===== src/design/mic_pkg.sv =====
// Package for the microcontroller interrupt controller.
// Assumes one core clock; register port addresses are file addresses of the core.
package mic_pkg;

  // ---------------------------------------------------------------
  // Register addresses
  // ---------------------------------------------------------------
  localparam logic [8:0] MIC_ADDR_IRQ_CONTROL = 9'h00B;
  localparam logic [8:0] MIC_ADDR_FLAG_A      = 9'h00C;
  localparam logic [8:0] MIC_ADDR_FLAG_B      = 9'h00D;
  localparam logic [8:0] MIC_ADDR_ENABLE_A    = 9'h08C;
  localparam logic [8:0] MIC_ADDR_ENABLE_B    = 9'h08D;
  localparam logic [8:0] MIC_ADDR_OPTION      = 9'h081;
  localparam logic [8:0] MIC_ADDR_PORT_B      = 9'h006;
  localparam logic [8:0] MIC_ADDR_PORT_EN     = 9'h090;

  // ---------------------------------------------------------------
  // Field positions
  // ---------------------------------------------------------------
  localparam int MIC_BIT_GIE   = 7;
  localparam int MIC_BIT_PEIE  = 6;
  localparam int MIC_BIT_TIMER_ZERO_ENABLE  = 5;
  localparam int MIC_BIT_EXTE  = 4;
  localparam int MIC_BIT_PORT_CHANGE_ENABLE  = 3;
  localparam int MIC_BIT_TIMER_ZERO_FLAG  = 2;
  localparam int MIC_BIT_EXTF  = 1;
  localparam int MIC_BIT_PORT_CHANGE_FLAG  = 0;
  localparam int MIC_BIT_EDGE  = 6;

  // ---------------------------------------------------------------
  // Reset values and constants
  // ---------------------------------------------------------------
  localparam logic [7:0]  MIC_RST_OPTION  = 8'hFF;
  localparam logic [7:0]  MIC_RST_ZERO    = 8'h00;
  localparam logic [12:0] MIC_VECTOR      = 13'h0004;
  localparam logic [1:0]  MIC_QPHASE_LAST = 2'h3;
  localparam logic [7:0]  MIC_TMR_FULL    = 8'hFF;
  localparam int          MIC_OST_TOSC    = 1024;
  localparam int          MIC_CORE_MHZ    = 250;
  localparam int          MIC_OSC_MHZ     = 24;
  localparam int          MIC_OST_CYCLES  = (MIC_OST_TOSC * MIC_CORE_MHZ + MIC_OSC_MHZ - 1)
                                            / MIC_OSC_MHZ;

  // ---------------------------------------------------------------
  // Carriers
  // ---------------------------------------------------------------
  typedef struct packed {
    logic [8:0] addr;
    logic [7:0] wdata;
    logic       wr;
    logic       rd;
  } mic_reg_req_s;

  typedef struct packed {
    logic        take;
    logic        ret;
    logic        sleep;
    logic [12:0] pc;
  } mic_core_req_s;

  typedef enum logic [1:0] {
    MIC_RUN,
    MIC_SLEEP,
    MIC_OST
  } mic_pwr_e;

endpackage : mic_pkg


===== src/design/mic_edge_sync.sv =====
// Two-flop synchroniser with edge flags for the interrupt pins.
// Assumes pins are asynchronous to core_clk_in.
`timescale 1ns/1ps
module mic_edge_sync
  import mic_pkg::*;
#(
  parameter int WIDTH = 5
) (
  // Clock and reset
  input  wire logic             core_clk_in,
  input  wire logic             reset_in,
  // Pins
  input  wire logic [WIDTH-1:0] pins_in,
  // Synchronised level and change
  output logic      [WIDTH-1:0] level_out,
  output logic      [WIDTH-1:0] rise_out,
  output logic      [WIDTH-1:0] fall_out
);

  logic [WIDTH-1:0] meta_ff;
  logic [WIDTH-1:0] sync_ff;
  logic [WIDTH-1:0] prev_ff;

  always_ff @(posedge core_clk_in) begin
    if (reset_in) begin
      meta_ff <= '0;
      sync_ff <= '0;
      prev_ff <= '0;
    end else begin
      meta_ff <= pins_in;
      sync_ff <= meta_ff;
      prev_ff <= sync_ff;
    end
  end

  assign level_out = sync_ff;
  assign rise_out  = sync_ff & ~prev_ff;
  assign fall_out  = ~sync_ff & prev_ff;

endmodule : mic_edge_sync


===== src/design/mic_irq_ctrl.sv =====
// Interrupt controller for an 8-bit microcontroller core.
// Assumes core fetch/execute strobes and register port on core_clk_in.
//
// Overview of operation
// - Flags set on their event regardless of individual and global enables.
// - Global enable bit 7 blocks all; when set, enabled flagged source vectors.
// - Reset clears the global enable.
// - Return-from-isr pops the return address and sets the global enable.
// - On accept: clear global enable, push return address, load PC 0004h.
// - Peripheral flags/enables in two register pairs, gated by group enable.
// - Pin-edge and port-change latency three or four instruction cycles.
// - Pin edge polarity from option bit 6; valid edge sets flag bit 1.
// - Pin edge enable bit 4; wakes core if set; global enable decides vector.
// - Timer-zero rollover FFh to 00h sets bit 2; enable bit 5.
// - Upper port-B change sets bit 0; its enable moved to bit 3.
// - A change coinciding with a port read may be missed.
// - Only the program counter is saved on entry.
// - Crystal-mode wake waits 1024 oscillator periods; none in external clock.
// - Wake with global enable clear continues in line.
// - Enabled source wakes the core regardless of global enable.
// - Pending enabled interrupt makes sleep a no-operation.
`timescale 1ns/1ps
module mic_irq_ctrl
  import mic_pkg::*;
#(
  parameter int PERIPH_W   = 8,
  parameter int OST_CYCLES = MIC_OST_CYCLES
) (
  // Clock and reset
  input  wire logic                core_clk_in,
  input  wire logic                reset_in,
  // Register port
  input  wire mic_reg_req_s        reg_req_in,
  output logic [7:0]               reg_rdata_out,
  // Core instruction flow
  input  wire logic                q_end_in,
  input  wire logic                return_from_isr_in,
  input  wire logic                sleep_in,
  input  wire logic [12:0]         ret_addr_in,
  input  wire logic [12:0]         stack_top_in,
  output mic_core_req_s            core_out,
  output logic [12:0]              push_addr_out,
  output logic                     push_out,
  output logic                     pop_out,
  output logic                     asleep_out,
  output logic                     irq_req_out,
  // Sources
  input  wire logic                ext_irq_pin_in,
  input  wire logic [7:4]          port_b_pins_in,
  input  wire logic [7:0]          timer_zero_count_in,
  input  wire logic                timer_zero_tick_in,
  input  wire logic [PERIPH_W-1:0] periph_set_a_in,
  input  wire logic [PERIPH_W-1:0] periph_set_b_in,
  input  wire logic                ext_clock_mode_in
);

  // ---------------------------------------------------------------
  // State
  // ---------------------------------------------------------------
  logic [7:0]          irq_control_reg_ff;
  logic [PERIPH_W-1:0] periph_flag_reg_a_ff;
  logic [PERIPH_W-1:0] periph_flag_reg_b_ff;
  logic [PERIPH_W-1:0] periph_enable_reg_a_ff;
  logic [PERIPH_W-1:0] periph_enable_reg_b_ff;
  logic [7:0]          option_control_ff;
  logic [7:4]          port_latch_ff;
  logic [7:0]          rdata_ff;
  logic                pend_ff;
  logic                irq_req_ff;
  logic                take_ff;
  logic                pop_ff;
  logic                asleep_ff;
  logic [12:0]         pc_ff;
  logic [12:0]         push_addr_ff;
  mic_pwr_e            pwr_ff;
  logic [15:0]         ost_cnt_ff;

  // ---------------------------------------------------------------
  // Pin synchronisers
  // ---------------------------------------------------------------
  logic [4:0] pin_lvl;
  logic [4:0] pin_rise;
  logic [4:0] pin_fall;

  mic_edge_sync #(
    .WIDTH (5)
  ) u_sync (
    .core_clk_in (core_clk_in),
    .reset_in    (reset_in),
    .pins_in     ({port_b_pins_in, ext_irq_pin_in}),
    .level_out   (pin_lvl),
    .rise_out    (pin_rise),
    .fall_out    (pin_fall)
  );

  // ---------------------------------------------------------------
  // Events
  // ---------------------------------------------------------------
  wire edge_polarity_select = option_control_ff[MIC_BIT_EDGE];
  wire ext_event  = edge_polarity_select ? pin_rise[0] : pin_fall[0];
  wire port_read  = reg_req_in.rd && (reg_req_in.addr == MIC_ADDR_PORT_B);
  wire port_event = (pin_lvl[4:1] != port_latch_ff);
  wire tmr_event  = timer_zero_tick_in && (timer_zero_count_in == MIC_TMR_FULL);

  // ---------------------------------------------------------------
  // Register decode
  // ---------------------------------------------------------------
  wire wr_ctl  = reg_req_in.wr && (reg_req_in.addr == MIC_ADDR_IRQ_CONTROL);
  wire wr_fa   = reg_req_in.wr && (reg_req_in.addr == MIC_ADDR_FLAG_A);
  wire wr_fb   = reg_req_in.wr && (reg_req_in.addr == MIC_ADDR_FLAG_B);
  wire wr_ea   = reg_req_in.wr && (reg_req_in.addr == MIC_ADDR_ENABLE_A);
  wire wr_eb   = reg_req_in.wr && (reg_req_in.addr == MIC_ADDR_ENABLE_B);
  wire wr_opt  = reg_req_in.wr && (reg_req_in.addr == MIC_ADDR_OPTION);

  logic [7:0] rd_mux;
  always_comb begin
    rd_mux = MIC_RST_ZERO;
    unique case (reg_req_in.addr)
      MIC_ADDR_IRQ_CONTROL: rd_mux = irq_control_reg_ff;
      MIC_ADDR_FLAG_A:      rd_mux = 8'(periph_flag_reg_a_ff);
      MIC_ADDR_FLAG_B:      rd_mux = 8'(periph_flag_reg_b_ff);
      MIC_ADDR_ENABLE_A:    rd_mux = 8'(periph_enable_reg_a_ff);
      MIC_ADDR_ENABLE_B:    rd_mux = 8'(periph_enable_reg_b_ff);
      MIC_ADDR_OPTION:      rd_mux = option_control_ff;
      MIC_ADDR_PORT_B:      rd_mux = {pin_lvl[4:1], 4'h0};
      default:              rd_mux = MIC_RST_ZERO;
    endcase
  end

  // ---------------------------------------------------------------
  // Flag and enable next values; hardware set wins over write
  // ---------------------------------------------------------------
  logic [7:0] ctl_base;
  logic [7:0] nxt_ctl;
  assign ctl_base = wr_ctl ? reg_req_in.wdata : irq_control_reg_ff;

  wire take_now = irq_req_ff && q_end_in && (pwr_ff == MIC_RUN);
  wire ret_now  = return_from_isr_in && q_end_in;

  always_comb begin
    nxt_ctl = ctl_base;
    if (ext_event) nxt_ctl[MIC_BIT_EXTF] = 1'b1;
    if (tmr_event) nxt_ctl[MIC_BIT_TIMER_ZERO_FLAG] = 1'b1;
    if (port_event && !port_read) nxt_ctl[MIC_BIT_PORT_CHANGE_FLAG] = 1'b1;
    if (ret_now)  nxt_ctl[MIC_BIT_GIE] = 1'b1;
    if (take_now) nxt_ctl[MIC_BIT_GIE] = 1'b0;
  end

  wire [PERIPH_W-1:0] nxt_fa = (wr_fa ? PERIPH_W'(reg_req_in.wdata) : periph_flag_reg_a_ff)
                               | periph_set_a_in;
  wire [PERIPH_W-1:0] nxt_fb = (wr_fb ? PERIPH_W'(reg_req_in.wdata) : periph_flag_reg_b_ff)
                               | periph_set_b_in;

  // ---------------------------------------------------------------
  // Request qualification
  // ---------------------------------------------------------------
  wire periph_any = |(periph_flag_reg_a_ff & periph_enable_reg_a_ff)
                  | |(periph_flag_reg_b_ff & periph_enable_reg_b_ff);
  wire core_any = (irq_control_reg_ff[MIC_BIT_EXTF] & irq_control_reg_ff[MIC_BIT_EXTE])
                | (irq_control_reg_ff[MIC_BIT_TIMER_ZERO_FLAG] & irq_control_reg_ff[MIC_BIT_TIMER_ZERO_ENABLE])
                | (irq_control_reg_ff[MIC_BIT_PORT_CHANGE_FLAG] & irq_control_reg_ff[MIC_BIT_PORT_CHANGE_ENABLE]);
  wire pend_any = core_any | (irq_control_reg_ff[MIC_BIT_PEIE] & periph_any);
  wire req_any  = irq_control_reg_ff[MIC_BIT_GIE] & pend_any;

  // ---------------------------------------------------------------
  // Registers
  // ---------------------------------------------------------------
  always_ff @(posedge core_clk_in) begin
    if (reset_in) begin
      irq_control_reg_ff     <= MIC_RST_ZERO;
      periph_flag_reg_a_ff   <= '0;
      periph_flag_reg_b_ff   <= '0;
      periph_enable_reg_a_ff <= '0;
      periph_enable_reg_b_ff <= '0;
      option_control_ff      <= MIC_RST_OPTION;
      rdata_ff               <= MIC_RST_ZERO;
    end else begin
      irq_control_reg_ff   <= nxt_ctl;
      periph_flag_reg_a_ff <= nxt_fa;
      periph_flag_reg_b_ff <= nxt_fb;
      if (wr_ea) periph_enable_reg_a_ff <= PERIPH_W'(reg_req_in.wdata);
      if (wr_eb) periph_enable_reg_b_ff <= PERIPH_W'(reg_req_in.wdata);
      if (wr_opt) option_control_ff <= reg_req_in.wdata;
      rdata_ff <= reg_req_in.rd ? rd_mux : MIC_RST_ZERO;
    end
  end

  // Port-change reference follows the pins when read
  always_ff @(posedge core_clk_in) begin
    if (reset_in) begin
      port_latch_ff <= 4'h0;
    end else if (port_read) begin
      port_latch_ff <= pin_lvl[4:1];
    end
  end

  // ---------------------------------------------------------------
  // Instruction-cycle sampling and vectoring
  // ---------------------------------------------------------------
  always_ff @(posedge core_clk_in) begin
    if (reset_in) begin
      pend_ff      <= 1'b0;
      irq_req_ff   <= 1'b0;
      take_ff      <= 1'b0;
      pop_ff       <= 1'b0;
      pc_ff        <= '0;
      push_addr_ff <= '0;
    end else begin
      take_ff <= take_now;
      pop_ff  <= ret_now;
      if (q_end_in) begin
        pend_ff    <= pend_any;
        irq_req_ff <= req_any;
      end
      if (take_now) begin
        irq_req_ff   <= 1'b0;
        push_addr_ff <= ret_addr_in;
        pc_ff        <= MIC_VECTOR;
      end else if (ret_now) begin
        pc_ff <= stack_top_in;
      end
    end
  end

  // ---------------------------------------------------------------
  // Sleep and oscillator start-up
  // ---------------------------------------------------------------
  always_ff @(posedge core_clk_in) begin
    if (reset_in) begin
      pwr_ff     <= MIC_RUN;
      ost_cnt_ff <= '0;
      asleep_ff  <= 1'b0;
    end else begin
      unique case (pwr_ff)
        MIC_RUN: begin
          if (sleep_in && q_end_in && !pend_any) begin
            pwr_ff    <= MIC_SLEEP;
            asleep_ff <= 1'b1;
          end
        end
        MIC_SLEEP: begin
          if (pend_any) begin
            if (ext_clock_mode_in) begin
              pwr_ff    <= MIC_RUN;
              asleep_ff <= 1'b0;
            end else begin
              pwr_ff     <= MIC_OST;
              ost_cnt_ff <= 16'(OST_CYCLES - 1);
            end
          end
        end
        MIC_OST: begin
          if (ost_cnt_ff == '0) begin
            pwr_ff    <= MIC_RUN;
            asleep_ff <= 1'b0;
          end else begin
            ost_cnt_ff <= ost_cnt_ff - 16'h0001;
          end
        end
      endcase
    end
  end

  // ---------------------------------------------------------------
  // Outputs
  // ---------------------------------------------------------------
  assign reg_rdata_out = rdata_ff;
  assign core_out      = '{take: take_ff, ret: pop_ff, sleep: asleep_ff, pc: pc_ff};
  assign push_addr_out = push_addr_ff;
  assign push_out      = take_ff;
  assign pop_out       = pop_ff;
  assign asleep_out    = asleep_ff;
  assign irq_req_out   = irq_req_ff;

endmodule : mic_irq_ctrl


===== config.mk =====
export PLATFORM = sky130hd
export DESIGN_NAME = mic_irq_ctrl
export DESIGN_NICKNAME = d
export VERILOG_FILES = /design/src/design/mic_pkg.sv /design/src/design/mic_edge_sync.sv /design/src/design/mic_irq_ctrl.sv
export SDC_FILE = /design/constraint.sdc
export NUM_CORES = 1
export LEC_CHECK = 0
export ABC_CLOCK_PERIOD_IN_PS = 3300
export BUFFER_PORTS_ARGS = -buffer_cell sky130_fd_sc_hd__buf_2
export CAP_MARGIN = 25
export CORE_ASPECT_RATIO = 0.7
export CORE_UTILIZATION = 45
export DETAILED_ROUTE_END_ITERATION = 8
export GPL_TIMING_DRIVEN = 0
export PLACE_DENSITY = 0.69
export SETUP_SLACK_MARGIN = 0.05
export SYNTH_ARGS = -nofsm -noshare
export SYNTH_HDL_FRONTEND = slang
export SYNTH_SLANG_ARGS = --single-unit

===== constraint.sdc =====
create_clock -name core_clk_in -period 3.3 [get_ports core_clk_in]
set_input_delay 0.165 -clock core_clk_in [delete_from_list [all_inputs] [get_ports core_clk_in]]
set_output_delay 0.165 -clock core_clk_in [all_outputs]
set_load 0.01 [all_outputs]

==> results.sh <==
export IMPL_status="complete, no violations"
export IMPL_htree_levels=4
export IMPL_antenna_found_initial=0
export IMPL_setup_viol=0
export IMPL_max_cap_violations=0
export IMPL_worst_setup_path_type="flop to flop"
export IMPL_synth_top_cell_by_area="dfxtp_1"
export IMPL_ys_types=56
export IMPL_fmaxAchievable_ghz=0.3800
export IMPL_rows=32
export IMPL_startpoint_type="flop"
export IMPL_grtUsageMet1=0.3867
export IMPL_cp_required_ns=3.62
export IMPL_grt_pass1_wl_um=25990
export IMPL_coreArea_um2=11050
export IMPL_slowest_stage="nor4_1"
export IMPL_gp_congestion=0.9360
export IMPL_numCtsBuffers=17
export IMPL_die_area_um2=11830
export IMPL_drtIter0Drc=507
export IMPL_synth_top_area_share=0.4647
export IMPL_clkTransAtPathRegs_ns=0.06
export IMPL_areaGrowthSynthToFinish_pct=36.08
export IMPL_ys_seq_elements=119
export IMPL_crit_chain="nor4_1 > nand3b_2 > o311ai_4 > o41ai_1 > a211o_1 > o41ai_1"
export IMPL_overflow=0
export IMPL_syn_avg_cell_area_um2=8.558
export IMPL_powerDensity_nw_per_um2=556.1
export IMPL_fin_nets=867
export IMPL_path_buf_inv=0
export IMPL_synthTopCellsByArea="dfxtp_1, nand2_1, a21oi_1"
export IMPL_cp_common_cell="o41ai_1"
export IMPL_viasPerCell=5.648
export IMPL_tightest_slew_ns=0.9807
export IMPL_grt_pass1_vias=5148
export IMPL_path_delay_family="simple AND/OR/NAND/NOR gates"
export IMPL_final_util=0.6312
export IMPL_initial_core_util=0.4639
export IMPL_clock_path_buffers=2
export IMPL_chipHeight_um=91.30
export IMPL_root_buffer="clkbuf_16"
export IMPL_n_antenna_cell=0
export IMPL_synth_edf_count=0
export IMPL_fin_skew_ns=0.01052
export IMPL_netlist_area_um2=5126
export IMPL_drc=0
export IMPL_fillers=921
export IMPL_busiest_layer="met2"
export IMPL_vias=5349
export IMPL_async_flop_share=0
export IMPL_drive_gt1_frac=0.2166
export IMPL_p_leak_nw=2.849
export IMPL_worst_skew_pair_late_latency_ns=0.42
export IMPL_syn_nets=685
export IMPL_crit_fanout=10
export IMPL_die_w_um=129.6
export IMPL_critPathMaxStageDelay_ns=0.82
export IMPL_min_path_type="input port to flop"
export IMPL_vdd_drop_max_uv=418.5
export IMPL_met2_usage=0.4425
export IMPL_critPathArrivalTime_ns=2.95
export IMPL_yosysWarnings=0
export IMPL_seq_area_frac_synth=0.4647
export IMPL_endpoint_kind="flop"
export IMPL_cts_resized=0
export IMPL_routed_wl_um=16110
export IMPL_ant_nets=0
export IMPL_pin_count=122
export IMPL_finalHoldViolCount=0
export IMPL_relSlewSlack=0.3412
export IMPL_slew_violations=0
export IMPL_fin_crit_sh=0.7975
export IMPL_dp_hpwl_um=11220
export IMPL_rsz0062_at_grt="false"
export IMPL_clock_sinks=119
export IMPL_wl_per_cell_um=17.01
export IMPL_grt_use_total=0.2858
export IMPL_tns_ns=0
export IMPL_grt_max_degree=17
export IMPL_synthFlopType="dfxtp_1"
export IMPL_postSynthCellCount=599
export IMPL_dr_pass1_iters=5
export IMPL_cts_tree="done"
export IMPL_fin_crit_ns=2.632
export IMPL_use_met3=0.07955
export IMPL_cts_setup_buffers=0
export IMPL_io_buffer_count=121
## cells in the mapped netlist, drive strengths merged, types with 2 or more instances
| library cell | instances |
|---|---|
| nand2b | 4 |
| o211ai | 2 |
| nand2 | 113 |
| a222oi | 17 |
| a311oi | 7 |
| nand3 | 29 |
| and3 | 18 |
| o21a | 3 |
| mux2i | 5 |
| and2 | 2 |
| a211oi | 16 |
| o21ai | 13 |
| nor2b | 14 |
| inv | 11 |
| nand4 | 5 |
| xor2 | 4 |
| nor4 | 5 |
| or4 | 5 |
| ha | 5 |
| a221oi | 4 |
| buf | 6 |
| or3 | 3 |
| nand3b | 13 |
| o31a | 3 |
| clkbuf | 30 |
| or3b | 2 |
| a21oi | 71 |
| a22o | 4 |
| a211o | 2 |
| dfxtp | 119 |
| a31oi | 8 |
| o31ai | 2 |
| nor2 | 30 |
| nor3 | 6 |
| o41ai | 8 |
## power breakdown
part | internal [mW] | switching, mW | leakage [nW]
logic | 0.174 | 0.197 | 1.57
registers | 1.48 | 0.0362 | 0.969
clock network | 1.29 | 0.702 | 0.307
total | 2.94 | 0.935 | 2.85
## flip-flops by register name, summed over array words and instances (netlist names), 5 cells and up
name                    cells
periph_enable_reg_a_ff      8
irq_control_reg_ff          8
pc_ff                      13
periph_enable_reg_b_ff      8
periph_flag_reg_b_ff        8
ost_cnt_ff                 16
u_sync.meta_ff              5
push_addr_out              13
periph_flag_reg_a_ff        8
reg_rdata_out               8
option_control_ff           8
u_sync.level_out            5
## cell usage in the layout (no fill, tap or decap), drive strengths merged, types with 2 or more instances in the layout
cell / count
buf: 128
dfxtp: 119
nand2: 113
a21oi: 71
clkbuf: 48
dlygate4sd3: 41
nor2: 30
nand3: 29
and3: 18
a222oi: 17
a211oi: 16
nor2b: 14
nand3b: 13
o21ai: 13
inv: 13
a31oi: 8
o41ai: 8
a311oi: 7
nor3: 6
clkinv: 6
nor4: 5
mux2i: 5
nand4: 5
or4: 5
ha: 5
nand2b: 4
xor2: 4
a22o: 4
a221oi: 4
bufinv: 4
o21a: 3
or3: 3
o31a: 3
and2: 2
o211ai: 2
a211o: 2
clkinvlp: 2
or3b: 2
o31ai: 2
## per-layer routing
layer  wire length, um  vias to the layer above
li1                  -                     2567
met1              7320                     2518
met4               226                        0
met2              7140                      240
met3              1419                       24
met5                 0                        -
## worst min-delay path, cell delays in order
cell and delay [ns]:
buf_2 0.10, nand2_1 0.06, a21oi_1 0.05
## layout make-up
class	instances	area, um2	share of cell area
clock buffer	18	439.2	0.06296
tap	153	191.4	0.02744
inverter	11	41.29	0.005919
timing repair buffer	163	1021	0.1464
sequential	119	2382	0.3415
buffer	36	158.9	0.02278
multi-input combinational	433	2544	0.3647
clock inverter	14	197.7	0.02834
## cell families (layout without fill, tap and decap cells)
logic type	count (synthesis)	after routing	share of synthesized area
buffers and inverters	47	242	0.03905
multiplexers	6	6	0.01196
AND/OR/NAND/NOR	254	254	0.2451
flip-flops	119	119	0.4647
XOR/XNOR	4	4	0.006834
adder cells (fa/ha/maj)	5	5	0.01220
AO/OA/AOI/OAI	164	164	0.2202
## final timing paths
check / endpoint / from / depth (start not counted) / slack, ns
worst max-delay path: ost_cnt_ff[10] / ost_cnt_ff[2] / 6 / 0.67
worst min-delay path: push_addr_out[2] / ret_addr_in[2] / 3 / 0.003
worst max register to register: ost_cnt_ff[10] / ost_cnt_ff[2] / 6 / 0.67
worst min register to register: u_sync.level_out[1] / u_sync.meta_ff[1] / 1 / 0.44
## metrics by stage
stage / setup slack (ns) / power, mW / instances / hold WS, ns / cell area (um2)
4_1_cts: 0.7382 / 3.890 / 947 / 0.0003396 / 6975
3_5_place_dp: 0.6500 / 1.875 / 874 / 0.3804 / 5928
2_1_floorplan: 1.022 / 1.735 / 599 / 0.2856 / 5126
6_report: 0.6683 / 3.879 / 947 / 0.003191 / 6975
3_3_place_gp: 0.4381 / 1.866 / 873 / 0.3752 / 5923
5_1_grt: 0.4853 / 4.011 / 947 / 0.003675 / 6975
## repair_timing
item | in CTS | in global routing
hold endpoints to repair | 41 | 0
hold buffers | 41 | 0
endpoints found under the setup margin | 0 | 0
(Power assumes the default switching activity.)
